### config.mk
export PLATFORM = sky130hd
export DESIGN_NAME = d2rb_top
export DESIGN_NICKNAME = d
export VERILOG_FILES = /design/src/core/d2rb_pkg.sv /design/src/core/d2rb_top.sv
export SDC_FILE = /design/constraint.sdc
export NUM_CORES = 2
export LEC_CHECK = 0
export ABC_AREA = 1
export BUFFER_PORTS_ARGS = -buffer_cell sky130_fd_sc_hd__buf_2
export CORE_ASPECT_RATIO = 1.1
export CORE_UTILIZATION = 35
export DETAILED_ROUTE_END_ITERATION = 6
export SLEW_MARGIN = 10
export SYNTH_ARGS = -nofsm -noshare
export SYNTH_HDL_FRONTEND = slang
export SYNTH_SLANG_ARGS = --single-unit
### constraint.sdc
create_clock -name ref_clk_i -period 8.2 [get_ports ref_clk_i]
set_clock_uncertainty 0.15 [all_clocks]
set_input_delay 1.64 -clock ref_clk_i [delete_from_list [all_inputs] [get_ports ref_clk_i]]
set_output_delay 1.64 -clock ref_clk_i [all_outputs]
set_load 0.02 [all_outputs]
### src/core/d2rb_pkg.sv
// Shared constants and carrier types for the DDR2 refresh and burst access block.
// Assumes a 200 MHz core clock that samples every memory pin but the strobe input, the link clock among them.
package d2rb_pkg;

   // ----------------------------------------
   // Timing
   // ----------------------------------------
   localparam int CLK_NS = 5;
   // Refresh cycle time; the value is a plain default
   localparam int TRFC_NS = 195;
   localparam int TRFC_CYC = (TRFC_NS + CLK_NS - 1) / CLK_NS;
   localparam int RFC_W = 8;

   // ----------------------------------------
   // Widths and depths
   // ----------------------------------------
   localparam int COL_W = 10;
   localparam int BANK_W = 3;
   localparam int ADDR_W = 13;
   localparam int DQ_W = 16;
   localparam int PIPE_D = 16;
   localparam int FIFO_D = 32;
   localparam int LAT_W = 4;

   // ----------------------------------------
   // Mode register fields
   // ----------------------------------------
   localparam int MR_BL_LSB = 0;
   localparam int MR_BT_BIT = 3;
   localparam int MR_CL_LSB = 4;
   localparam int EMR_AL_LSB = 3;
   localparam logic [2:0] BL4_CODE = 3'h2;
   localparam logic [2:0] BL8_CODE = 3'h3;
   localparam logic [2:0] CL_MIN = 3'h3;
   localparam logic [2:0] CL_MAX = 3'h6;
   localparam logic [2:0] AL_MAX = 3'h6;
   localparam logic [2:0] BA_MR = 3'h0;
   localparam logic [2:0] BA_EMR1 = 3'h1;
   localparam logic [2:0] LAST_BL4 = 3'h3;
   localparam logic [2:0] LAST_BL8 = 3'h7;

   // Command code is {ras_n, cas_n, we_n} with chip select low
   typedef enum logic [2:0] {
      OP_MRS = 3'h0,
      OP_REF = 3'h1,
      OP_PRE = 3'h2,
      OP_ACT = 3'h3,
      OP_WR = 3'h4,
      OP_RD = 3'h5,
      OP_RSV = 3'h6,
      OP_NOP = 3'h7
   } d2rb_op_t;

   typedef struct packed {
      logic ck;
      logic cke;
      logic cs_n;
      logic ras_n;
      logic cas_n;
      logic we_n;
      logic [BANK_W-1:0] ba;
      logic [ADDR_W-1:0] a;
      logic [DQ_W-1:0] dq;
   } d2rb_pins_t;

   typedef struct packed {
      logic v;
      logic rd;
      logic [BANK_W-1:0] bank;
      logic [COL_W-1:0] col;
   } d2rb_cmd_t;

   typedef struct packed {
      logic [BANK_W-1:0] bank;
      logic [COL_W-1:0] col;
      logic [DQ_W-1:0] data;
   } d2rb_wbeat_t;

   typedef struct packed {
      logic [2:0] cl;
      logic [2:0] al;
      logic bl8;
      logic ilv;
   } d2rb_mode_t;

   localparam d2rb_mode_t MODE_RST = '{cl: CL_MIN, al: 3'h0, bl8: 1'b0, ilv: 1'b0};

   // Column of one beat inside the aligned group
   function automatic logic [COL_W-1:0] d2rb_beat_col(input logic [COL_W-1:0] col,
                                                     input logic [2:0] beat,
                                                     input logic bl8,
                                                     input logic ilv);
      logic [2:0] lo;
      lo = col[2:0];
      if (bl8) begin
         lo = ilv ? (col[2:0] ^ beat) : {col[2] ^ beat[2], 2'(col[1:0] + beat[1:0])};
      end else begin
         lo = {col[2], ilv ? (col[1:0] ^ beat[1:0]) : 2'(col[1:0] + beat[1:0])};
      end
      return {col[COL_W-1:3], lo};
   endfunction

endpackage

### src/core/d2rb_top.sv
// DDR2 device side: command decode, refresh, posted CAS and burst engine, write FIFO.
// Assumes every pin, the link clock too, is asynchronous to ref_clk_i and far slower.
//
// What this block does
// - Refresh ignores bank and address inputs; row address is internal.
// - Finished refresh leaves all banks precharged and idle.
// - Chip select low with RAS, CAS, WE high does nothing.
// - Chip select high ignores command and address inputs.
// - Bursts stay inside their aligned group of four or eight columns.
// - Reads and writes accepted any time, executed AL clocks later.
// - Read latency is AL plus CL; write latency is one less.
// - Only lengths 4 and 8; mode bits 2:0 length, bit 3 type.
// - Length 4 order: sequential wraps mod four, interleaved XORs beat.
// - Length 8: sequential wraps inside nibble, interleaved XORs three bits.
// - No burst stop; bursts end on completion or when a new burst of either type starts.
// - First read beat appears read-latency clocks after the command.
// - Strobe low one clock before data; beats on successive strobe edges.
// - CAS latency from mode register, additive latency from extended register.
// - Back-to-back bursts of one type run with no gap.
// - Additive latency 0 through 6 supported.

`timescale 1ns/10ps
`default_nettype none

// ----------------------------------------
// Write beat FIFO
// ----------------------------------------
module d2rb_fifo #(
   parameter int W = 29,
   parameter int DEPTH = 32
) (
   input wire logic ref_clk_i,
   input wire logic rst_i,
   input wire logic in_valid_i,
   output logic in_ready_o,
   input wire logic [W-1:0] in_data_i,
   output logic out_valid_o,
   input wire logic out_ready_i,
   output logic [W-1:0] out_data_o
);
   localparam int AW = $clog2(DEPTH);

   typedef struct packed {
      logic [DEPTH-1:0][W-1:0] mem;
      logic [AW-1:0] wp;
      logic [AW-1:0] rp;
      logic [AW:0] cnt;
   } d2rb_fifo_st_t;

   d2rb_fifo_st_t q;
   d2rb_fifo_st_t n;
   logic push;
   logic pop;

   assign in_ready_o = q.cnt != (AW + 1)'(DEPTH);
   assign out_valid_o = q.cnt != '0;
   assign out_data_o = q.mem[q.rp];
   assign push = in_valid_i & in_ready_o;
   assign pop = out_valid_o & out_ready_i;

   always_comb begin
      n = q;
      if (push) begin
         n.mem[q.wp] = in_data_i;
         n.wp = AW'(q.wp + 1'b1);
      end
      if (pop) begin
         n.rp = AW'(q.rp + 1'b1);
      end
      if (push & ~pop) begin
         n.cnt = (AW + 1)'(q.cnt + 1'b1);
      end else if (pop & ~push) begin
         n.cnt = (AW + 1)'(q.cnt - 1'b1);
      end
   end

   always_ff @(posedge ref_clk_i) begin
      if (rst_i) begin
         q <= '0;
      end else begin
         q <= n;
      end
   end
endmodule

// ----------------------------------------
// Device top
// ----------------------------------------
module d2rb_top (
   input wire logic ref_clk_i,
   input wire logic rst_i,
   input wire logic ck_i,
   input wire logic cke_i,
   input wire logic cs_n_i,
   input wire logic ras_n_i,
   input wire logic cas_n_i,
   input wire logic we_n_i,
   input wire logic [d2rb_pkg::BANK_W-1:0] ba_i,
   input wire logic [d2rb_pkg::ADDR_W-1:0] a_i,
   input wire logic [d2rb_pkg::DQ_W-1:0] dq_i,
   output logic [d2rb_pkg::DQ_W-1:0] dq_o,
   output logic dq_oe_o,
   input wire logic dqs_i,
   output logic dqs_o,
   output logic dqs_oe_o,
   output logic [d2rb_pkg::BANK_W-1:0] rd_bank_o,
   output logic [d2rb_pkg::COL_W-1:0] rd_col_o,
   input wire logic [d2rb_pkg::DQ_W-1:0] rd_data_i,
   output logic wbeat_valid_o,
   input wire logic wbeat_ready_i,
   output d2rb_pkg::d2rb_wbeat_t wbeat_o,
   output logic refresh_pulse_o,
   output logic refresh_busy_o,
   output logic banks_idle_o,
   output d2rb_pkg::d2rb_mode_t mode_o,
   output logic wr_drop_o
);
   import d2rb_pkg::*;

   typedef struct packed {
      d2rb_pins_t s1;
      d2rb_pins_t s2;
      logic ck_d;
      d2rb_mode_t mode;
      d2rb_cmd_t [PIPE_D-1:0] pipe;
      d2rb_cmd_t bst;
      logic bl8;
      logic ilv;
      logic act;
      logic [2:0] beat;
      logic [BANK_W-1:0] rbank;
      logic [COL_W-1:0] rcol;
      logic load;
      logic [DQ_W-1:0] dq;
      logic dq_oe;
      logic dqs;
      logic dqs_oe;
      logic [RFC_W-1:0] rfc;
      logic ref_pulse;
      logic idle;
      logic drop;
   } d2rb_st_t;

   d2rb_st_t q;
   d2rb_st_t n;
   d2rb_pins_t pins;
   logic rise;
   logic fall;
   logic sel;
   d2rb_op_t op;
   logic [LAT_W-1:0] rl;
   logic [LAT_W-1:0] wl;
   logic start;
   logic push_valid;
   logic push_ready;
   d2rb_wbeat_t push_data;

   // All pins but the strobe input, the link clock included, pass through both synchroniser stages before use
   assign pins = '{ck: ck_i, cke: cke_i, cs_n: cs_n_i, ras_n: ras_n_i, cas_n: cas_n_i,
                   we_n: we_n_i, ba: ba_i, a: a_i, dq: dq_i};

   // ----------------------------------------
   // Edge detect and command decode
   // ----------------------------------------
   assign rise = q.s2.ck & ~q.ck_d;
   assign fall = ~q.s2.ck & q.ck_d;
   assign sel = rise & q.s2.cke & ~q.s2.cs_n;
   assign op = d2rb_op_t'({q.s2.ras_n, q.s2.cas_n, q.s2.we_n});
   assign rl = LAT_W'(q.mode.al) + LAT_W'(q.mode.cl);
   assign wl = LAT_W'(rl - 1'b1);
   assign start = rise & q.pipe[0].v;

   always_comb begin
      n = q;
      n.s1 = pins;
      n.s2 = q.s1;
      n.ck_d = q.s2.ck;
      n.ref_pulse = 1'b0;
      n.load = 1'b0;
      push_valid = 1'b0;
      push_data = '0;

      // ----------------------------------------
      // Refresh timer
      // ----------------------------------------
      if (q.rfc != '0) begin
         n.rfc = RFC_W'(q.rfc - 1'b1);
         if (q.rfc == RFC_W'(1)) begin
            n.idle = 1'b1;
         end
      end

      // ----------------------------------------
      // Posted column pipe, one slot per link clock
      // ----------------------------------------
      if (rise) begin
         for (int i = 0; i < PIPE_D - 1; i++) begin
            n.pipe[i] = q.pipe[i+1];
         end
         n.pipe[PIPE_D-1] = '0;
      end

      // NOP, deselect and unknown codes fall through untouched
      if (sel) begin
         unique case (op)
            OP_MRS: begin
               if (q.s2.ba == BA_MR) begin
                  // Unsupported lengths keep the old setting
                  if (q.s2.a[MR_BL_LSB+:3] == BL4_CODE || q.s2.a[MR_BL_LSB+:3] == BL8_CODE) begin
                     n.mode.bl8 = q.s2.a[MR_BL_LSB+:3] == BL8_CODE;
                  end
                  n.mode.ilv = q.s2.a[MR_BT_BIT];
                  if (q.s2.a[MR_CL_LSB+:3] >= CL_MIN && q.s2.a[MR_CL_LSB+:3] <= CL_MAX) begin
                     n.mode.cl = q.s2.a[MR_CL_LSB+:3];
                  end
               end else if (q.s2.ba == BA_EMR1) begin
                  if (q.s2.a[EMR_AL_LSB+:3] <= AL_MAX) begin
                     n.mode.al = q.s2.a[EMR_AL_LSB+:3];
                  end
               end
            end
            OP_REF: begin
               // Bank and address are never looked at here
               n.rfc = RFC_W'(TRFC_CYC);
               n.ref_pulse = 1'b1;
            end
            OP_ACT: begin
               n.idle = 1'b0;
            end
            OP_RD: begin
               n.pipe[rl-1'b1] = '{v: 1'b1, rd: 1'b1, bank: q.s2.ba, col: q.s2.a[COL_W-1:0]};
            end
            OP_WR: begin
               n.pipe[wl-1'b1] = '{v: 1'b1, rd: 1'b0, bank: q.s2.ba, col: q.s2.a[COL_W-1:0]};
            end
            OP_PRE, OP_RSV, OP_NOP: begin
            end
         endcase
      end

      // ----------------------------------------
      // Burst engine, one beat per link edge
      // ----------------------------------------
      if (start) begin
         // A fresh start also cuts an eight beat burst short, and follows a finished one
         // on the very same edge, so no gap opens between bursts
         n.bst = q.pipe[0];
         n.bl8 = q.mode.bl8;
         n.ilv = q.mode.ilv;
         n.act = 1'b1;
         n.beat = 3'h0;
      end else if ((rise | fall) & q.act) begin
         // Without a new start, only completion ends a burst
         if (q.beat == (q.bl8 ? LAST_BL8 : LAST_BL4)) begin
            n.act = 1'b0;
         end else begin
            n.beat = 3'(q.beat + 1'b1);
         end
      end

      if ((rise | fall) & n.act) begin
         if (n.bst.rd) begin
            n.rbank = n.bst.bank;
            n.rcol = d2rb_beat_col(n.bst.col, n.beat, n.bl8, n.ilv);
            n.load = 1'b1;
         end else begin
            push_valid = 1'b1;
            push_data = '{bank: n.bst.bank,
                          col: d2rb_beat_col(n.bst.col, n.beat, n.bl8, n.ilv),
                          data: q.s2.dq};
         end
      end

      // Beats that find the FIFO full are lost; the flag tells software
      if (push_valid & ~push_ready) begin
         n.drop = 1'b1;
      end

      // ----------------------------------------
      // Read data and strobe outputs
      // ----------------------------------------
      if (q.load) begin
         n.dq = rd_data_i;
      end
      n.dq_oe = n.act & n.bst.rd;
      // Preamble holds the strobe low for the clock before the first beat
      n.dqs_oe = (n.act & n.bst.rd) | (n.pipe[0].v & n.pipe[0].rd);
      n.dqs = n.act & n.bst.rd & q.ck_d;
   end

   always_ff @(posedge ref_clk_i) begin
      if (rst_i) begin
         q <= '0;
         q.mode <= MODE_RST;
         q.idle <= 1'b1;
      end else begin
         q <= n;
      end
   end

   // ----------------------------------------
   // Write beat buffer
   // ----------------------------------------
   d2rb_fifo #(
      .W($bits(d2rb_wbeat_t)),
      .DEPTH(FIFO_D)
   ) u_fifo (
      .ref_clk_i(ref_clk_i),
      .rst_i(rst_i),
      .in_valid_i(push_valid),
      .in_ready_o(push_ready),
      .in_data_i(push_data),
      .out_valid_o(wbeat_valid_o),
      .out_ready_i(wbeat_ready_i),
      .out_data_o(wbeat_o)
   );

   assign dq_o = q.dq;
   assign dq_oe_o = q.dq_oe;
   assign dqs_o = q.dqs;
   assign dqs_oe_o = q.dqs_oe;
   assign rd_bank_o = q.rbank;
   assign rd_col_o = q.rcol;
   assign refresh_pulse_o = q.ref_pulse;
   assign refresh_busy_o = q.rfc != '0;
   assign banks_idle_o = q.idle;
   assign mode_o = q.mode;
   assign wr_drop_o = q.drop;
endmodule

`default_nettype wire

# ---- After elaboration in Yosys (flattened, before gate mapping)
# Index checks and enable logic that the tools add are counted.
dict set report word_totals {
  wordCells 252
  ff_bits 1327
}
dict set report op_classes {
  add_sub_neg 10
  reduce_logical 17
  n_mux 36
  order_cmp 10
  n_bitwise 29
  eq_ne 10
}
# cell n
set ops {}
lappend ops {{$bwmux W928} 1}
lappend ops {{$bwmux W240} 2}
lappend ops {{$mux W240} 2}
lappend ops {{$pmux W240 S2} 1}
lappend ops {{$bmux W29 S5} 1}
lappend ops {{$demux W29 S5} 1}
lappend ops {{$demux W15 S4} 2}
lappend ops {{$mux W29} 4}
lappend ops {{$mux W15} 2}
lappend ops {{$mux W16} 1}
lappend ops {{$and A1 B1 Y1} 15}
lappend ops {{$lt A5 B6 Y1 const B} 2}
lappend ops {{$mux W3} 4}
lappend ops {{$mux W6} 2}
lappend ops {{$add A5 B1 Y5 const B} 2}
lappend ops {{$lt A4 B5 Y1 const B} 2}
lappend ops {{$mux W10} 1}
lappend ops {{$eq A3 B2 Y1 const B} 3}
lappend ops {{$mux W9} 1}
lappend ops {{$not A1 Y1} 9}
lappend ops {{$eq A8 B1 Y1 const B} 1}
lappend ops {{$ge A4 B1 Y1 const B} 2}
lappend ops {{$mux W4} 2}
lappend ops {{$mux W8} 1}
lappend ops {{other kinds (31)} 48}

# ---- Logic depth before layout (Yosys ltp)
dict set report logic_depth {
  word_depth 13
  depth_mapped 22
  mapped_depth_nobuf 18
}

# ---- Modules after synthesis
# A second synthesis with hierarchy kept.
dict set report unflattened {
  hier_cells 11945
  area_unflattened_um2 73121.4
}
# module cells_each instances seq_area_each_um2 area_each_um2
set modules_own_cells {}
lappend modules_own_cells {d2rb_fifo 8243 1 18898.1 49587.6}
lappend modules_own_cells {d2rb_top 3702 1 7667.4 23533.8}

# ---- Worst setup path before layout
# Ideal clock, no wire load.
dict set report synth_path {
  path_type {register -> output}
  from {reg u_fifo.q[6] (netlist bit)}
  to {out wbeat_o[5] (netlist bit)}
  n_path_buf 3
  stages_incl_launch_ff 10
  arrival_ns 1.859
  setup_slack_ns 4.551
  path_cell_list {dfxtp_1 buf_2 clkbuf_1 clkbuf_1 o21ai_0 o22ai_1 nand2_1 nand2_1 a21oi_1 nor2_1}
}
# element line_no
set synth_lines {}
lappend synth_lines {{from (decl)} d2rb_top.sv:50} ;# d2rb_fifo_st_t q;
lappend synth_lines {{from (signal assigned)} d2rb_top.sv:81} ;# q <= n;
lappend synth_lines {{to (decl)} d2rb_top.sv:111} ;# output d2rb_pkg::d2rb_wbeat_t wbeat_o,

==> impl_metrics.ini <==
[run_status]
status = finished, violations left
violations = DRC

[synthesis]
synth_commonest_cells = nor2_1, nand2_1, o21ai_0, dfxtp_1, inv_1
yosysSeqAreaShare_pct = 40.69
synth_area_mm2 = 0.06529
yosysTopAreaCell = dfxtp_1
synth_cell_types = 45
syn_avg_cell_area_um2 = 6.410
yosysTopAreaCellShare_pct = 40.69
synthCells = 10190
yosysWarnings = 0
synth.most_common_cell = nor2_1
synth_top_flop_cell = dfxtp_1
syn_nets = 10270
synthTopCellsByArea = dfxtp_1, nor2_1, nand2_1
synth-seq-cells = 1327
synth_edf_count = 0
async_flop_share_pct = 0

[timing]
rsz0062_at_grt = no
slew_viol_final = 0
fmax_mhz = 164.0
max_slew_margin_pct = 16.54
worst_slew_pin_slew_ns = 1.244
setup_viol = 0
worst_hold_slack_ns = 0.2361
tns_ns = 0
final-hold-violation-count = 0
period_needed_ns = 6.099
finalCritPeriodShare_pct = 74.38

[routing]
via_per_inst = 5.429
routedWlPerCell_um = 19.70
dr.pass1.iters = 7
postRouteAntennaNets = 0
drt_iter0_drc = 7289
num_vias = 66480
drc = 2
totalWireLength_mm = 241.2

[clocking]
cts_resized = 0
clk_path_buf_depth = 3
cts_hold_buf = 0
cts_root_buf = clkbuf_16
clkSinkCount = 1327
cts_inserted_buffers = 149
clkLatencyLatePin_ns = 0.82
clkSlewWorstSetupHoldPaths_ns = 0.06
htreeDepth = 4
cts_tree = yes
post_cts_buffers = 0

[placement]
finalWeightedCongestion = 0.8594
io_buffer_count = 127
dp.cells = 11990
place_hpwl_mm = 137.4

[floorplan]
initial_core_util_pct = 35.38
die_y_um = 455.0
core_mm2 = 0.1846
rows = 165
die_w_um = 413.8
ios = 132
die_area_mm2 = 0.1883

[grt]
grt_pass1_wl_mm = 368.5
grt.total_usage_pct = 24.90
antenna_found_initial = 6
overflow = 0
grt_pass1_vias = 62680
grt_max_degree = 188

[worst_hold_path]
hold_class = flip-flop to flip-flop

[run]
cap_violations = 0

[setup_path]
cp-end-kind = output port
cp-start-kind = flip-flop
crit_type = flip-flop to output port
cp.required_ns = 6.41
worstPathArrival_ns = 4.31
critPathMaxFanout = 115

[finish]
multi_input_area_mm2 = 0.03273
final_util_pct = 38.81
seq_area_mm2 = 0.02657
syn2layout_area_growth_pct = 9.703
drive_above_1_share_pct = 6.271
fin_cells = 12250
fill_cells = 19610
nNetsFinal = 9795

[power]
p_leak_nw = 30.84
ir_drop_mv = 0.2167
p_per_area_mw_per_mm2 = 238.6
## final timing paths
path,from,end,slack [ns],depth (start not counted)
setup / recovery,u_fifo.q[6],wbeat_o[18],2.10,9
hold / removal,n[348],op[2],0.24,2
setup reg to reg,q[313],u_fifo.q[387],3.39,15
hold reg to reg,n[348],op[2],0.24,2
## through the flow
step	total power, mW	setup slack, ns	instance area (um^2)
after floorplan	8.859	4.551	65290
after global placement	10.11	3.010	66550
after detailed placement	10.12	3.015	66550
after CTS	17.13	2.132	71620
after global routing	17.68	2.118	71620
final	17.09	2.101	71620
## cells in the final DEF, fill, tap and decap left out, types with 28 or more instances in the layout
cell | Yosys | layout
nand2_2 | 23 | 28
buf_2 | 184 | 126
nand3_1 | 555 | 555
o21ai_1 | 28 | 28
clkbuf_8 | 0 | 33
o211ai_1 | 145 | 145
nand4_1 | 37 | 37
nand2_1 | 1957 | 1951
dfxtp_1 | 1327 | 1324
o22ai_1 | 130 | 130
a21oi_1 | 578 | 578
buf_4 | 60 | 121
nor2_2 | 6 | 30
inv_1 | 623 | 618
o21ai_0 | 1437 | 1437
nor2_1 | 2283 | 2238
clkbuf_16 | 0 | 151
## critical path, cell delays in order (launching register included)
cell	delay, ns
dfxtp_4	0.84
inv_8	0.40
buf_12	0.43
o21ai_0	0.22
o21ai_0	0.12
o211ai_1	0.85
nand2_1	0.12
nand2_1	0.13
inv_1	0.07
buf_2	0.16
## routing by layer
| layer | share of wire (%) | vias to the layer above | global-route usage, % |
|---|---|---|---|
| li1 | - | 31860 | - |
| met1 | 41 | 31470 | 30.31 |
| met2 | 46 | 2604 | 41.80 |
| met3 | 6.7 | 549 | 3.179 |
| met4 | 6.2 | 2 | 15.03 |
| met5 | 0.0050 | - | 0 |
## where the power goes
part | internal (mW) | switching [mW] | leakage (nW)
logic | 0.907 | 2.52 | 17.7
registers | 6.50 | 0.119 | 10.7
clock network | 4.11 | 2.93 | 2.48
## final cells by class
cell class                      instances  share of cell area [%]
Antenna cell                            1                0.003494
Clock buffer                          211                   6.051
Clock inverter                         48                   1.036
Inverter                              652                   3.459
Multi-Input combinational cell       7328                   45.70
Sequential cell                      1327                   37.10
Tap cell                             2421                   4.229
Timing Repair Buffer                  257                   2.421
## flip-flops by register name, indices dropped and copies added (netlist names)
signal           count
u_fifo.q           944
q                  301
n                   36
dq_o                16
rd_col_o            10
mode_o               8
op                   3
rd_bank_o            3
banks_idle_o         1
dq_oe_o              1
dqs_o                1
dqs_oe_o             1
refresh_pulse_o      1
wr_drop_o            1
## kinds of logic after synthesis
| logic type | after synthesis | synth area share, % |
|---|---|---|
| AOI/OAI and AO/OA | 2390 | 19.44 |
| xor gates and xnor gates | 15 | 0.2012 |
| adders and majority gates | 22 | 0.4446 |
| buffers and inverters | 1531 | 9.563 |
| DFF | 1327 | 40.69 |
| muxes | 2 | 0.03066 |
| and+or+nand+nor | 4899 | 29.63 |
(Power assumes the default switching activity.)
